--- src/link_defs.svh ---
// constants shared by both ends of the scratch-pad command link
// assumes: included by bare name, after the package where types are needed
`ifndef LINK_DEFS_SVH
`define LINK_DEFS_SVH

// ----------
// scratch-pad map and sub-commands
// ----------
`define SP_TYPE 4'h6
`define SP_SUBCMD_ADDR 16'h0002
`define SP_RESULT_ADDR 16'h0004
`define SUB_CHECK 16'h0003
`define SUB_LOCATE 16'h0006
`define SUB_LOGIN 16'h0009
`define SUB_CHANGE 16'h000A
`define NO_PASSWORD 16'h0000
`define RESULT_RESET 16'h0000

// ----------
// write lengths in bytes and password byte positions
// ----------
`define LONG_LEN 4'hA
`define SHORT_LEN 4'h2
`define PW_HI_IDX 4'h8
`define PW_LO_IDX 4'h9

// ----------
// program scan
// ----------
`define PROG_LAST 16'h03FF

// ----------
// host register offsets and fields
// ----------
`define REG_CTRL 8'h00
`define REG_PASSWORD 8'h04
`define REG_TARGET 8'h08
`define REG_WDATA 8'h0C
`define REG_STATUS 8'h10
`define REG_RESULT 8'h14
`define STAT_BUSY 0
`define STAT_OK 1
`define STAT_DONE 2
`define TGT_TYPE_LSB 16

`endif

--- src/link_pkg.sv ---
// types shared by both ends of the scratch-pad command link
// assumes: compiled before the interface and the ends
package link_pkg;
    typedef logic [7:0] byte_t;
    typedef logic [15:0] word_t;
    typedef logic [3:0] mem_type_t;
    typedef enum logic [2:0] {
        OP_NONE = 3'h0,
        OP_LOGIN = 3'h1,
        OP_CHANGE = 3'h2,
        OP_CHECK = 3'h3,
        OP_LOCATE = 3'h4,
        OP_READ = 3'h5,
        OP_WRITE = 3'h6
    } op_t;
    typedef enum logic [2:0] {
        H_IDLE = 3'h0,
        H_WSTART = 3'h1,
        H_BYTES = 3'h3,
        H_WWAIT = 3'h2,
        H_RSTART = 3'h6,
        H_RWAIT = 3'h7
    } host_state_t;
endpackage : link_pkg

--- src/link_if.sv ---
// link between the link master and the controller end
// assumes: both ends run on the same pclk
`timescale 1ns/1ns
interface link_if;
    import link_pkg::*;
    logic wr_start;
    logic rd_start;
    mem_type_t mem_type;
    word_t addr;
    logic byte_valid;
    byte_t byte_data;
    logic byte_last;
    logic done;
    logic ok;
    word_t rd_data;
    modport dev (
        input wr_start, rd_start, mem_type, addr,
        input byte_valid, byte_data, byte_last,
        output done, ok, rd_data
    );
    modport host (
        output wr_start, rd_start, mem_type, addr,
        output byte_valid, byte_data, byte_last,
        input done, ok, rd_data
    );
endinterface : link_if

--- src/prog_checker.sv ---
// scans the user program for the first word flagged in error
// assumes: scan_code is the error code of the word at scan_addr, same cycle
`timescale 1ns/1ns
`include "link_defs.svh"
module prog_checker (
    input wire logic pclk,
    input wire logic presetn,
    input wire logic start,
    input wire link_pkg::word_t scan_code,
    output link_pkg::word_t scan_addr,
    output logic busy,
    output logic done,
    output link_pkg::word_t err_code,
    output link_pkg::word_t err_loc
);
    import link_pkg::*;

    // ----------
    // walk
    // ----------
    // a new start restarts the walk even mid-scan
    always_ff @(posedge pclk or negedge presetn) begin
        if (!presetn) begin
            busy <= 1'b0;
            done <= 1'b0;
            scan_addr <= 16'h0000;
            err_code <= 16'h0000;
            err_loc <= 16'h0000;
        end else if (start) begin
            busy <= 1'b1;
            done <= 1'b0;
            scan_addr <= 16'h0000;
            err_code <= 16'h0000;
            err_loc <= 16'h0000;
        end else if (busy) begin
            if (scan_code != 16'h0000) begin
                err_code <= scan_code;
                err_loc <= scan_addr;
                busy <= 1'b0;
                done <= 1'b1;
            end else if (scan_addr == `PROG_LAST) begin
                busy <= 1'b0;
                done <= 1'b1;
            end else begin
                scan_addr <= scan_addr + 16'h0001;
            end
        end else begin
            done <= 1'b0;
        end
    end
endmodule : prog_checker

--- src/ctrl_end.sv ---
// controller end: scratch-pad sub-commands, password and program check
// assumes: link master on the same pclk keeps the byte framing
//
// What this block does
// RULE_01: password change only after successful log-in
// RULE_02: change is ten bytes from sub-command word
// RULE_03: bytes one, two carry sub-command, high first
// RULE_04: bytes three to eight are zero
// RULE_05: last two bytes: BCD password, high pair first
// RULE_06: passwords 0 to 9999; zero means unprotected
// RULE_07: program check may start at any time
// RULE_08: sub-command 0003 starts the program check
// RULE_09: result word zero or the error code
// RULE_10: sub-command 0006 selects first error location
// RULE_11: result word then gives first error position
// RULE_12: master reads result between check and locate
// RULE_13: log-in: ten bytes, code 0009, old password
// RULE_14: locked: memory types 1, 3, 7 refused
// RULE_15: result word holds until next sub-command
//
// The APB register port is this design's own decision.
`timescale 1ns/1ns
`include "link_defs.svh"
module ctrl_end (
    input wire logic pclk,
    input wire logic presetn,
    link_if.dev lnk,
    input wire link_pkg::word_t scan_code,
    input wire link_pkg::word_t ext_rd_data,
    output link_pkg::word_t scan_addr,
    output logic logged_in,
    output logic pw_set,
    output logic check_busy
);
    import link_pkg::*;

    // ----------
    // decoding helpers
    // ----------
    function automatic logic protected_type(input mem_type_t t);
        protected_type = (t == 4'h1) || (t == 4'h3) || (t == 4'h7);
    endfunction : protected_type

    function automatic logic bcd_ok(input word_t w);
        bcd_ok = (w[15:12] < 4'hA) && (w[11:8] < 4'hA) &&
                 (w[7:4] < 4'hA) && (w[3:0] < 4'hA);
    endfunction : bcd_ok

    // ----------
    // state
    // ----------
    byte_t rx_buf [0:9];
    logic [3:0] rx_cnt_reg;
    logic rx_active_reg;
    logic rx_sp_reg;
    logic rx_deny_reg;
    logic rx_long_reg;
    logic eval_reg;
    logic rd_pend_reg;
    mem_type_t rd_type_reg;
    word_t rd_addr_reg;
    word_t pw_reg;
    word_t result_reg;
    logic check_pend_reg;
    logic chk_start;
    logic chk_done;
    word_t chk_code;
    word_t chk_loc;
    logic locked;

    assign locked = (pw_reg != `NO_PASSWORD) && !logged_in;

    // ----------
    // byte collection
    // ----------
    always_ff @(posedge pclk or negedge presetn) begin
        if (!presetn) begin
            rx_active_reg <= 1'b0;
            rx_cnt_reg <= 4'h0;
            rx_sp_reg <= 1'b0;
            rx_deny_reg <= 1'b0;
            rx_long_reg <= 1'b0;
            eval_reg <= 1'b0;
        end else if (lnk.wr_start) begin
            rx_active_reg <= 1'b1;
            rx_cnt_reg <= 4'h0;
            rx_long_reg <= 1'b0;
            eval_reg <= 1'b0;
            rx_sp_reg <= (lnk.mem_type == `SP_TYPE) &&
                         (lnk.addr == `SP_SUBCMD_ADDR); // RULE_02
            rx_deny_reg <= protected_type(lnk.mem_type) && locked; // RULE_14
        end else if (rx_active_reg && lnk.byte_valid) begin
            if (rx_cnt_reg == `LONG_LEN) begin
                rx_long_reg <= 1'b1;
            end else begin
                rx_cnt_reg <= rx_cnt_reg + 4'h1;
            end
            if (lnk.byte_last) begin
                rx_active_reg <= 1'b0;
                eval_reg <= 1'b1;
            end
        end else begin
            eval_reg <= 1'b0;
        end
    end

    // no reset: contents are only read after a full frame
    always_ff @(posedge pclk) begin
        if (rx_active_reg && lnk.byte_valid && rx_cnt_reg < `LONG_LEN) begin
            rx_buf[rx_cnt_reg] <= lnk.byte_data;
        end
    end

    // ----------
    // frame decode
    // ----------
    word_t sub;
    word_t pw_field;
    logic pad_zero;
    logic is_long;
    logic is_short;
    logic do_login;
    logic do_change;
    logic do_check;
    logic do_locate;
    logic frame_ok;

    always_comb begin
        sub = {rx_buf[0], rx_buf[1]}; // RULE_03
        pw_field = {rx_buf[`PW_HI_IDX], rx_buf[`PW_LO_IDX]}; // RULE_05
        pad_zero = 1'b1;
        for (int i = 2; i < 8; i++) begin
            if (rx_buf[i] != 8'h00) begin
                pad_zero = 1'b0; // RULE_04
            end
        end
        is_long = rx_sp_reg && !rx_long_reg && rx_cnt_reg == `LONG_LEN &&
                  pad_zero && bcd_ok(pw_field); // RULE_06
        is_short = rx_sp_reg && rx_cnt_reg == `SHORT_LEN;
        do_login = eval_reg && is_long && sub == `SUB_LOGIN; // RULE_13
        do_change = eval_reg && is_long && sub == `SUB_CHANGE && logged_in;
        do_check = eval_reg && is_short && sub == `SUB_CHECK; // RULE_08
        do_locate = eval_reg && is_short && sub == `SUB_LOCATE; // RULE_10
        if (rx_sp_reg) begin
            frame_ok = do_login ? (pw_field == pw_reg) :
                       (do_change || do_check || do_locate);
        end else begin
            frame_ok = !rx_deny_reg && !rx_long_reg; // RULE_14
        end
    end

    assign chk_start = do_check; // RULE_07

    // ----------
    // password and log-in
    // ----------
    always_ff @(posedge pclk or negedge presetn) begin
        if (!presetn) begin
            pw_reg <= `NO_PASSWORD;
            logged_in <= 1'b0;
            pw_set <= 1'b0;
        end else begin
            if (do_login) begin
                logged_in <= (pw_field == pw_reg); // RULE_13
            end
            if (do_change) begin
                pw_reg <= pw_field; // RULE_01
                pw_set <= (pw_field != `NO_PASSWORD); // RULE_06
            end
        end
    end

    // ----------
    // result word
    // ----------
    // a late check finish must not overwrite a location read
    always_ff @(posedge pclk or negedge presetn) begin
        if (!presetn) begin
            result_reg <= `RESULT_RESET;
            check_pend_reg <= 1'b0;
        end else if (do_check) begin
            check_pend_reg <= 1'b1;
        end else if (do_locate) begin
            check_pend_reg <= 1'b0;
            result_reg <= chk_loc; // RULE_11
        end else if (check_pend_reg && chk_done) begin
            check_pend_reg <= 1'b0;
            result_reg <= chk_code; // RULE_09 RULE_15
        end
    end

    // ----------
    // reads
    // ----------
    logic rd_is_result;
    logic rd_ready;

    assign rd_is_result = rd_type_reg == `SP_TYPE &&
                          rd_addr_reg == `SP_RESULT_ADDR;
    // result reads wait for a running check to finish
    assign rd_ready = rd_pend_reg && !(rd_is_result && check_pend_reg);

    always_ff @(posedge pclk or negedge presetn) begin
        if (!presetn) begin
            rd_pend_reg <= 1'b0;
            rd_type_reg <= 4'h0;
            rd_addr_reg <= 16'h0000;
        end else if (lnk.rd_start) begin
            rd_pend_reg <= 1'b1;
            rd_type_reg <= lnk.mem_type;
            rd_addr_reg <= lnk.addr;
        end else if (rd_ready) begin
            rd_pend_reg <= 1'b0;
        end
    end

    // ----------
    // answers
    // ----------
    always_ff @(posedge pclk or negedge presetn) begin
        if (!presetn) begin
            lnk.done <= 1'b0;
            lnk.ok <= 1'b0;
            lnk.rd_data <= 16'h0000;
        end else if (eval_reg) begin
            lnk.done <= 1'b1;
            lnk.ok <= frame_ok;
        end else if (rd_ready) begin
            lnk.done <= 1'b1;
            if (rd_type_reg == `SP_TYPE) begin
                lnk.ok <= rd_is_result;
                lnk.rd_data <= rd_is_result ? result_reg : 16'h0000; // RULE_12
            end else begin
                lnk.ok <= !(protected_type(rd_type_reg) && locked); // RULE_14
                lnk.rd_data <= ext_rd_data;
            end
        end else begin
            lnk.done <= 1'b0;
        end
    end

    // ----------
    // program checker
    // ----------
    prog_checker u_checker (
        .pclk(pclk),
        .presetn(presetn),
        .start(chk_start),
        .scan_code(scan_code),
        .scan_addr(scan_addr),
        .busy(check_busy),
        .done(chk_done),
        .err_code(chk_code),
        .err_loc(chk_loc)
    );
endmodule : ctrl_end

--- src/flat_wrapper.sv ---
// flat-port wrapper written by rule: the top's interface ports become plain ports
module ctrl_end_flat import link_pkg::*;
  (pclk, presetn, scan_code, ext_rd_data, scan_addr, logged_in, pw_set, check_busy, lnk_wr_start, lnk_rd_start, lnk_mem_type, lnk_addr, lnk_byte_valid, lnk_byte_data, lnk_byte_last, lnk_done, lnk_ok, lnk_rd_data);
  link_if lnk_i ();
  input wire logic pclk;
  input wire logic presetn;
  input wire link_pkg::word_t scan_code;
  input wire link_pkg::word_t ext_rd_data;
  output link_pkg::word_t scan_addr;
  output logic logged_in;
  output logic pw_set;
  output logic check_busy;
  input wire logic [$bits(lnk_i.wr_start)-1:0] lnk_wr_start;
  input wire logic [$bits(lnk_i.rd_start)-1:0] lnk_rd_start;
  input wire logic [$bits(lnk_i.mem_type)-1:0] lnk_mem_type;
  input wire logic [$bits(lnk_i.addr)-1:0] lnk_addr;
  input wire logic [$bits(lnk_i.byte_valid)-1:0] lnk_byte_valid;
  input wire logic [$bits(lnk_i.byte_data)-1:0] lnk_byte_data;
  input wire logic [$bits(lnk_i.byte_last)-1:0] lnk_byte_last;
  output wire logic [$bits(lnk_i.done)-1:0] lnk_done;
  output wire logic [$bits(lnk_i.ok)-1:0] lnk_ok;
  output wire logic [$bits(lnk_i.rd_data)-1:0] lnk_rd_data;
  assign lnk_i.wr_start = lnk_wr_start;
  assign lnk_i.rd_start = lnk_rd_start;
  assign lnk_i.mem_type = lnk_mem_type;
  assign lnk_i.addr = lnk_addr;
  assign lnk_i.byte_valid = lnk_byte_valid;
  assign lnk_i.byte_data = lnk_byte_data;
  assign lnk_i.byte_last = lnk_byte_last;
  assign lnk_done = lnk_i.done;
  assign lnk_ok = lnk_i.ok;
  assign lnk_rd_data = lnk_i.rd_data;
  ctrl_end u_core (.pclk(pclk), .presetn(presetn), .lnk(lnk_i), .scan_code(scan_code), .ext_rd_data(ext_rd_data), .scan_addr(scan_addr), .logged_in(logged_in), .pw_set(pw_set), .check_busy(check_busy));
endmodule
--- config.mk ---
export PLATFORM = sky130hd
export DESIGN_NAME = ctrl_end_flat
export DESIGN_NICKNAME = d
export VERILOG_FILES = /design/src/link_pkg.sv /design/src/link_if.sv /design/src/prog_checker.sv /design/src/ctrl_end.sv /design/src/flat_wrapper.sv
export VERILOG_INCLUDE_DIRS = /design/src
export SDC_FILE = /design/constraint.sdc
export NUM_CORES = 1
export LEC_CHECK = 0
export ABC_CLOCK_PERIOD_IN_PS = 2600
export BUFFER_PORTS_ARGS = -buffer_cell sky130_fd_sc_hd__buf_4
export CAP_MARGIN = 20
export CORE_MARGIN = 8
export CORE_UTILIZATION = 51
export CTS_CLUSTER_SIZE = 8
export DETAILED_ROUTE_END_ITERATION = 12
export PLACE_DENSITY = 0.73
export SLEW_MARGIN = 25
export SYNTH_ARGS = -nofsm -noshare
export SYNTH_HDL_FRONTEND = slang
export SYNTH_HIERARCHICAL = 1
export SYNTH_SLANG_ARGS = --single-unit
--- constraint.sdc ---
create_clock -name pclk -period 2.6 [get_ports pclk]
set_clock_uncertainty 0.1 [all_clocks]
set_input_delay 0.52 -clock pclk [delete_from_list [all_inputs] [get_ports pclk]]
set_output_delay 0.52 -clock pclk [all_outputs]
set_load 0.005 [all_outputs]
# Word-level counts from Yosys, hierarchy flattened
# Memories as Yosys holds them, arrays and structs flattened.
# Cells that the tools add are included.
[word_totals]
ff_bits = 133
ram_bits = 80
in_bits = 66
out_inout_bits = 37
wordCells = 171
memories = 1
[op_classes]
addsub = 2
magnitude_cmp = 5
eq_ne = 23
mux = 54
n_bitwise = 2
n_reduce_logical = 62
[mem_list]
columns = ["name", "words", "width", "rd", "rd_clocked_by_memory_dff", "write_ports", "line", "rtl"]
rows = [
  ["u_core.rx_buf", 10, 8, 10, 0, 1, "ctrl_end.sv:52", "byte_t rx_buf [0:9];"],
]
[op_table]
columns = ["cell", "n"]
rows = [
  ["16-bit 2-to-1 mux", 14],
  ["16-bit nonzero test", 3],
  ["8-bit nonzero test", 6],
  ["1-bit 2-to-1 mux", 37],
  ["16-bit by 2-bit == test with 1-bit output (second input constant)", 2],
  ["16-bit by 3-bit == test with 1-bit output (second input constant)", 2],
  ["16-bit by 4-bit == test with 1-bit output (second input constant)", 2],
  ["1-bit logical AND", 26],
  ["4-bit < comparator (second input constant)", 5],
  ["16-bit by 1-bit adder with 16-bit output (second input constant)", 1],
  ["16-bit by 10-bit == test with 1-bit output (second input constant)", 1],
  ["16-bit == test", 1],
  ["4-bit by 3-bit == test with 1-bit output (second input constant)", 4],
  ["2-bit nonzero test", 8],
  ["4-bit by 2-bit == test with 1-bit output (second input constant)", 3],
  ["4-bit 2-to-1 mux", 3],
  ["2-bit AND reduction", 6],
  ["4-bit by 1-bit == test with 1-bit output (second input constant)", 2],
  ["1-bit logical OR", 6],
  ["1-bit logical NOT", 5],
  ["4-bit by 1-bit adder with 4-bit output (second input constant)", 1],
  ["4-bit == test (second input constant)", 1],
  ["2-bit by 1-bit inequality test with 1-bit output (second input constant)", 2],
  ["4-bit by 1-bit inequality test with 1-bit output (second input constant)", 1],
  ["5 further kinds", 6],
]

# Depth between registers and ports, before layout
[logic_depth]
word_depth = 17
mapped_depth = 9
mapped_depth_nobuf = 9

# Modules after synthesis
# The synthesis kept the hierarchy.
[modules_own_cells]
columns = ["module", "n_inst", "cells_per_inst", "area_each_um2", "seq_area_each_um2"]
rows = [
  ["ctrl_end", 1, 449, 6885.4, 4479.3],
  ["prog_checker", 1, 177, 2120.8, 1251.2],
]

# Least setup slack after synthesis
# Ideal clock, no wire load.
[synth_timing]
path_kind = "register -> register"
startpoint = "register u_core.rx_cnt_reg[0]"
endpoint = "register u_core.result_reg[10]"
setup_ns = 0.127
t_arrival_ns = 2.193
t_required_ns = 2.373
path_slack_ns = 0.179
path_stages_with_launch = 9
path_buffers = 1
period_less_slack_ns = 2.421
path_cell_list = "dfrtp_1 > inv_1 > ha_1 > nor2b_1 > nand4_1 > nor4_4 > buf_4 > mux2_2 > mux2_1"
[synth_via]
elab_chain_len = 6
word_cells_on_any_way = 9
cone_classes = "eq/ne (1); mux (1); bitwise (1); reduce/logical (6)"
[synth_lines]
columns = ["item", "line", "rtl"]
rows = [
  ["from (decl)", "ctrl_end.sv:53", "logic [3:0] rx_cnt_reg;"],
  ["from (signal assigned)", "ctrl_end.sv:96", "rx_cnt_reg <= rx_cnt_reg + 4'h1;"],
  ["4-bit by 2-bit == test with 1-bit output (no source line) *", "--", ""],
  ["1-bit logical AND (no source line) *", "--", ""],
  ["1-bit logical AND *", "ctrl_end.sv:142, ctrl_end.sv:143", ""],
  ["1-bit logical AND (no source line)", "--", ""],
  ["2-bit nonzero test (no source line) or 1-bit inverter (tied branches)", "--", ""],
  ["2-bit AND reduction (no source line)", "--", ""],
  ["to (signal assigned)", "ctrl_end.sv:179", "result_reg <= `RESULT_RESET;"],
  ["to (signal assigned)", "ctrl_end.sv:185", "result_reg <= chk_loc;"],
  ["to (signal assigned)", "ctrl_end.sv:188", "result_reg <= chk_code;"],
  ["to (decl)", "ctrl_end.sv:63", "word_t result_reg;"],
]
# Every way passes the cells marked *; elsewhere a longest branch is shown, timed or not.
# A chain may end at the register's enable or synchronous reset.

# Worst setup path after layout
[layout_timing]
startpoint = "register u_core.rx_cnt_reg[0]"
endpoint = "register u_core.pw_reg[9]"
[layout_via]
elab_chain_len = 7
[layout_lines]
columns = ["item", "line", "rtl"]
rows = [
  ["4-bit == test (no source line)", "--", ""],
  ["1-bit logical AND (no source line)", "--", ""],
  ["1-bit logical AND (2 in a row)", "ctrl_end.sv:137", "is_long = rx_sp_reg && !rx_long_reg && rx_cnt_reg == `LONG_LEN &&"],
  ["1-bit logical AND", "ctrl_end.sv:141", "do_change = eval_reg && is_long && sub == `SUB_CHANGE && logged_in;"],
  ["1-bit logical AND (no source line)", "--", ""],
  ["1-bit logical AND", "ctrl_end.sv:141", ""],
  ["to (signal assigned)", "ctrl_end.sv:159", "pw_reg <= `NO_PASSWORD;"],
  ["to (signal assigned)", "ctrl_end.sv:167", "pw_reg <= pw_field;"],
  ["to (decl)", "ctrl_end.sv:62", "word_t pw_reg;"],
]
# No other way between the ends.

==> impl_metrics.yaml <==
outcome:
  status: "finished, final reports clean"
routing:
  first_iter_violations: 561
  drt_pass1_iterations: 5
  wl_per_cell_um: 20.5
  vias_per_cell: 5.87
  drc: 0
  antenna_left: 0
  wl_mm: 20.4
  vias: 5858
power:
  switching_share: 0.209
  leakagePower_nw: 4.48
  p_seq_frac: 0.487
  internal_power_mw: 5.97
  p_sw_mw: 1.58
  pwr-share-comb: 0.062
  clkPwrFrac: 0.451
  vdd_drop_max_mv: 0.752
  power.density_nw_per_um2: 689
global_route:
  gr-total-overflow: 0
  grt_start_max_net_pins: 52
  grt_pass1_wl_mm: 32.8
  antenna_found_initial: 0
  grt_util_all_layers: 0.182
  grt_pass1_vias: 6070
floorplan:
  die_area_sq_um: 22200
  dieWidth_um: 149
  initial_core_util: 0.521
  rows: 48
  boundaryPins: 103
  die_height_um: 149
  core-area_sq_um: 17300
final_layout:
  fin_nets: 832
  largest_reg_flops: 80
  regMostFlops: "u_core/rx_buf"
  final_util: 0.634
  area_growth_pct: 21.7
  n_fill_cell: 1269
  antenna_cells: 0
  drive_above_1_share: 0.325
worst_setup_path:
  crit_type: "reg -> reg"
  reg2reg_depth: 10
  crit_fanout: 18
  r2r-end: "u_core/pw_reg[9]"
  cp_common_cell: "buf_4"
  cp.required_ns: 2.90
  rr_startpoint: "u_core/rx_cnt_reg[0]"
  cp_slowest_stage_delay_ns: 0.39
  crit_chain: "inv_1 -> ha_1 -> buf_4 -> and3b_1 -> nand4_1 -> nor3_1 -> buf_4 -> nand3_2 -> buf_4 -> mux2_1"
  critical_path_arrival_ns: 2.73
  start_kind: "flop"
  end_kind: "flop"
  crit_slowest_cell: "dfrtp_1"
  rrSetupSlack_ns: 0.17
synthesis:
  synth_fp_nets: 697
  synthArstFlopShare: 0.624
  synth_cell_type_count: 62
  synth_top_area_cell: "dfrtp_1"
  synth-seq-cells: 213
  netlist_instances: 626
  yosysTopAreaCellShare: 0.370
  synth_seq_area_share: 0.636
  avgSynthCellArea_sq_um: 14.4
  synth-main-ff-cell: "dfrtp_1"
  ys_warn_count: 6
  syn-cell-area_sq_um: 9010
  synth_edf_count: 80
  netlist_top_cells_area: "dfrtp_1 (37%), edfxtp_1 (27%), mux2_2 (5.8%), mux2_1 (3.3%), a22o_1 (3.1%)"
min_path:
  holdPathEnd: "u_core/u_checker/err_code[9]"
  holdPathStages: 2
  hold_class: "in -> reg"
  hp-start: "scan_code[9]"
timing:
  fmax_ghz: 0.411
  period_share: 0.935
  slew_headroom: 0.520
  slew_viol_final: 0
  worst_slew_pin_slew_ns: 0.719
  hold_ws_ns: 0.118
  setup_viol: 0
  setup_ws_ns: 0.170
  finalHoldViolCount: 0
  period_needed_ns: 2.43
  rsz0062_at_grt: "false"
  tns_ns: 0
clocking:
  cts.clk_slew.worst_paths_ns: 0.05
  cts.sinks: 213
  cts_root_buffer: "clkbuf_16"
  clockBufferDepth: 3
  numCtsBuffers: 30
  cts-htree-levels: 1
  worstSkewPairLatency_ns: 0.53
  cts_tree: "built"
run:
  maxCapViolCount: 0
placed_design:
  numPortBuffers: 102
  place_congestion: 0.872
  dpl_worst_slack_ns: 0.0386
  dp_hpwl_mm: 14.2
==> how the worst max path moves through the flow <==
stage,slack (ns),to,cells after the start,from
finish,0.17,u_core/pw_reg[9],10,u_core/rx_cnt_reg[0]
global route,0.05,u_core/pw_reg[10],10,u_core/rx_cnt_reg[0]
CTS,0.07,u_core/result_reg[15],9,u_core/rx_cnt_reg[0]
detailed placement,0.04,u_core/u_checker/err_code[4],8,u_core/rx_cnt_reg[0]
global placement,0.13,u_core/u_checker/err_code[3],8,u_core/rx_cnt_reg[0]
floorplan,0.18,u_core/result_reg[10],8,u_core/rx_cnt_reg[0]
==> metrics by stage <==
stage               area (sq um)  power (mW)  std cells
floorplan                   9010        3.93        626
global placement           10100        4.18        951
detailed placement         10100        4.20        951
CTS                        10900        7.65        996
global route               11000        7.80        998
finish                     11000        7.55        998
==> metal layers <==
layer  GRT usage  wire length (um)  vias up
met1       0.256              9030     2948
li1            -                 -     2659
met5           0                 0        -
met3      0.0394              1440       33
met2       0.283              9610      218
met4      0.0469               351        0
==> cell usage after synthesis (8+ instances only) <==
| cell | n |
|---|---|
| inv_1 | 11 |
| nor4_1 | 29 |
| o21ai_0 | 9 |
| a22o_1 | 32 |
| dfrtp_1 | 133 |
| a21oi_2 | 16 |
| a21oi_1 | 10 |
| and2_1 | 12 |
| or4_1 | 8 |
| nor2_2 | 10 |
| clkbuf_1 | 10 |
| mux2_1 | 26 |
| nor3_1 | 9 |
| nand4_1 | 15 |
| nor2_1 | 25 |
| xnor2_1 | 18 |
| edfxtp_1 | 80 |
| mux2_2 | 46 |
| nand2_1 | 14 |
| a22oi_1 | 16 |
==> area by class of cell <==
type                            count  area (sq um)  area share
Clock buffer                       43           821      0.0749
Timing Repair Buffer              126           986      0.0899
Tap cell                          225           282      0.0257
Sequential cell                   213          5730       0.523
Inverter                           11          41.3     0.00377
Multi-Input combinational cell    379          3100       0.283
Clock inverter                      1          5.00    0.000457
==> critical path: cells and delay by family (launching register included) <==
family	cells	cell delay, ns
flops	1	0.39
mux	1	0.34
fa+ha+maj	1	0.16
simple gates	4	0.71
buf+inv	4	0.61
==> placed cells by master, fill, tap and decap left out, types with 15 or more instances in the layout <==
cell and instances:
a21oi_2 17, a22o_1 32, a22oi_1 16, buf_4 122
clkbuf_16 31, dfrtp_1 133, edfxtp_1 80, mux2_1 26
mux2_2 46, nand4_1 15, nor2_1 24, nor4_1 29
xnor2_1 18
==> power groups by stage <==
stage	Combinational (mW)	Sequential, mW	Clock [mW]
4_1_cts	0.475	3.67	3.50
6_report	0.467	3.67	3.41
3_5_place_dp	0.470	3.73	0
5_1_grt	0.514	3.68	3.61
3_3_place_gp	0.455	3.72	0
2_1_floorplan	0.208	3.72	0
==> cells by family (layout without fill, tap and decap cells) <==
kind of cell | count (synthesis) | in the layout | share of synthesized area
buffers and inverters | 34 | 181 | 0.0217
XOR/XNOR | 23 | 23 | 0.0224
adder cells (fa/ha/maj) | 5 | 5 | 0.00695
AND/OR/NAND/NOR | 173 | 173 | 0.128
flip-flops | 213 | 213 | 0.636
AO/OA/AOI/OAI | 104 | 104 | 0.0924
multiplexers | 74 | 74 | 0.0922
==> repair_timing <==
action,4_1_cts,5_1_grt
cloned,0,0
hold buffers,1,0
setup endpoints to repair,32,10
endpoints found under the hold margin,23,0
resized for setup,1,0
pin swaps,0,1
buffers inserted,0,2
(Power assumes the default switching activity.)
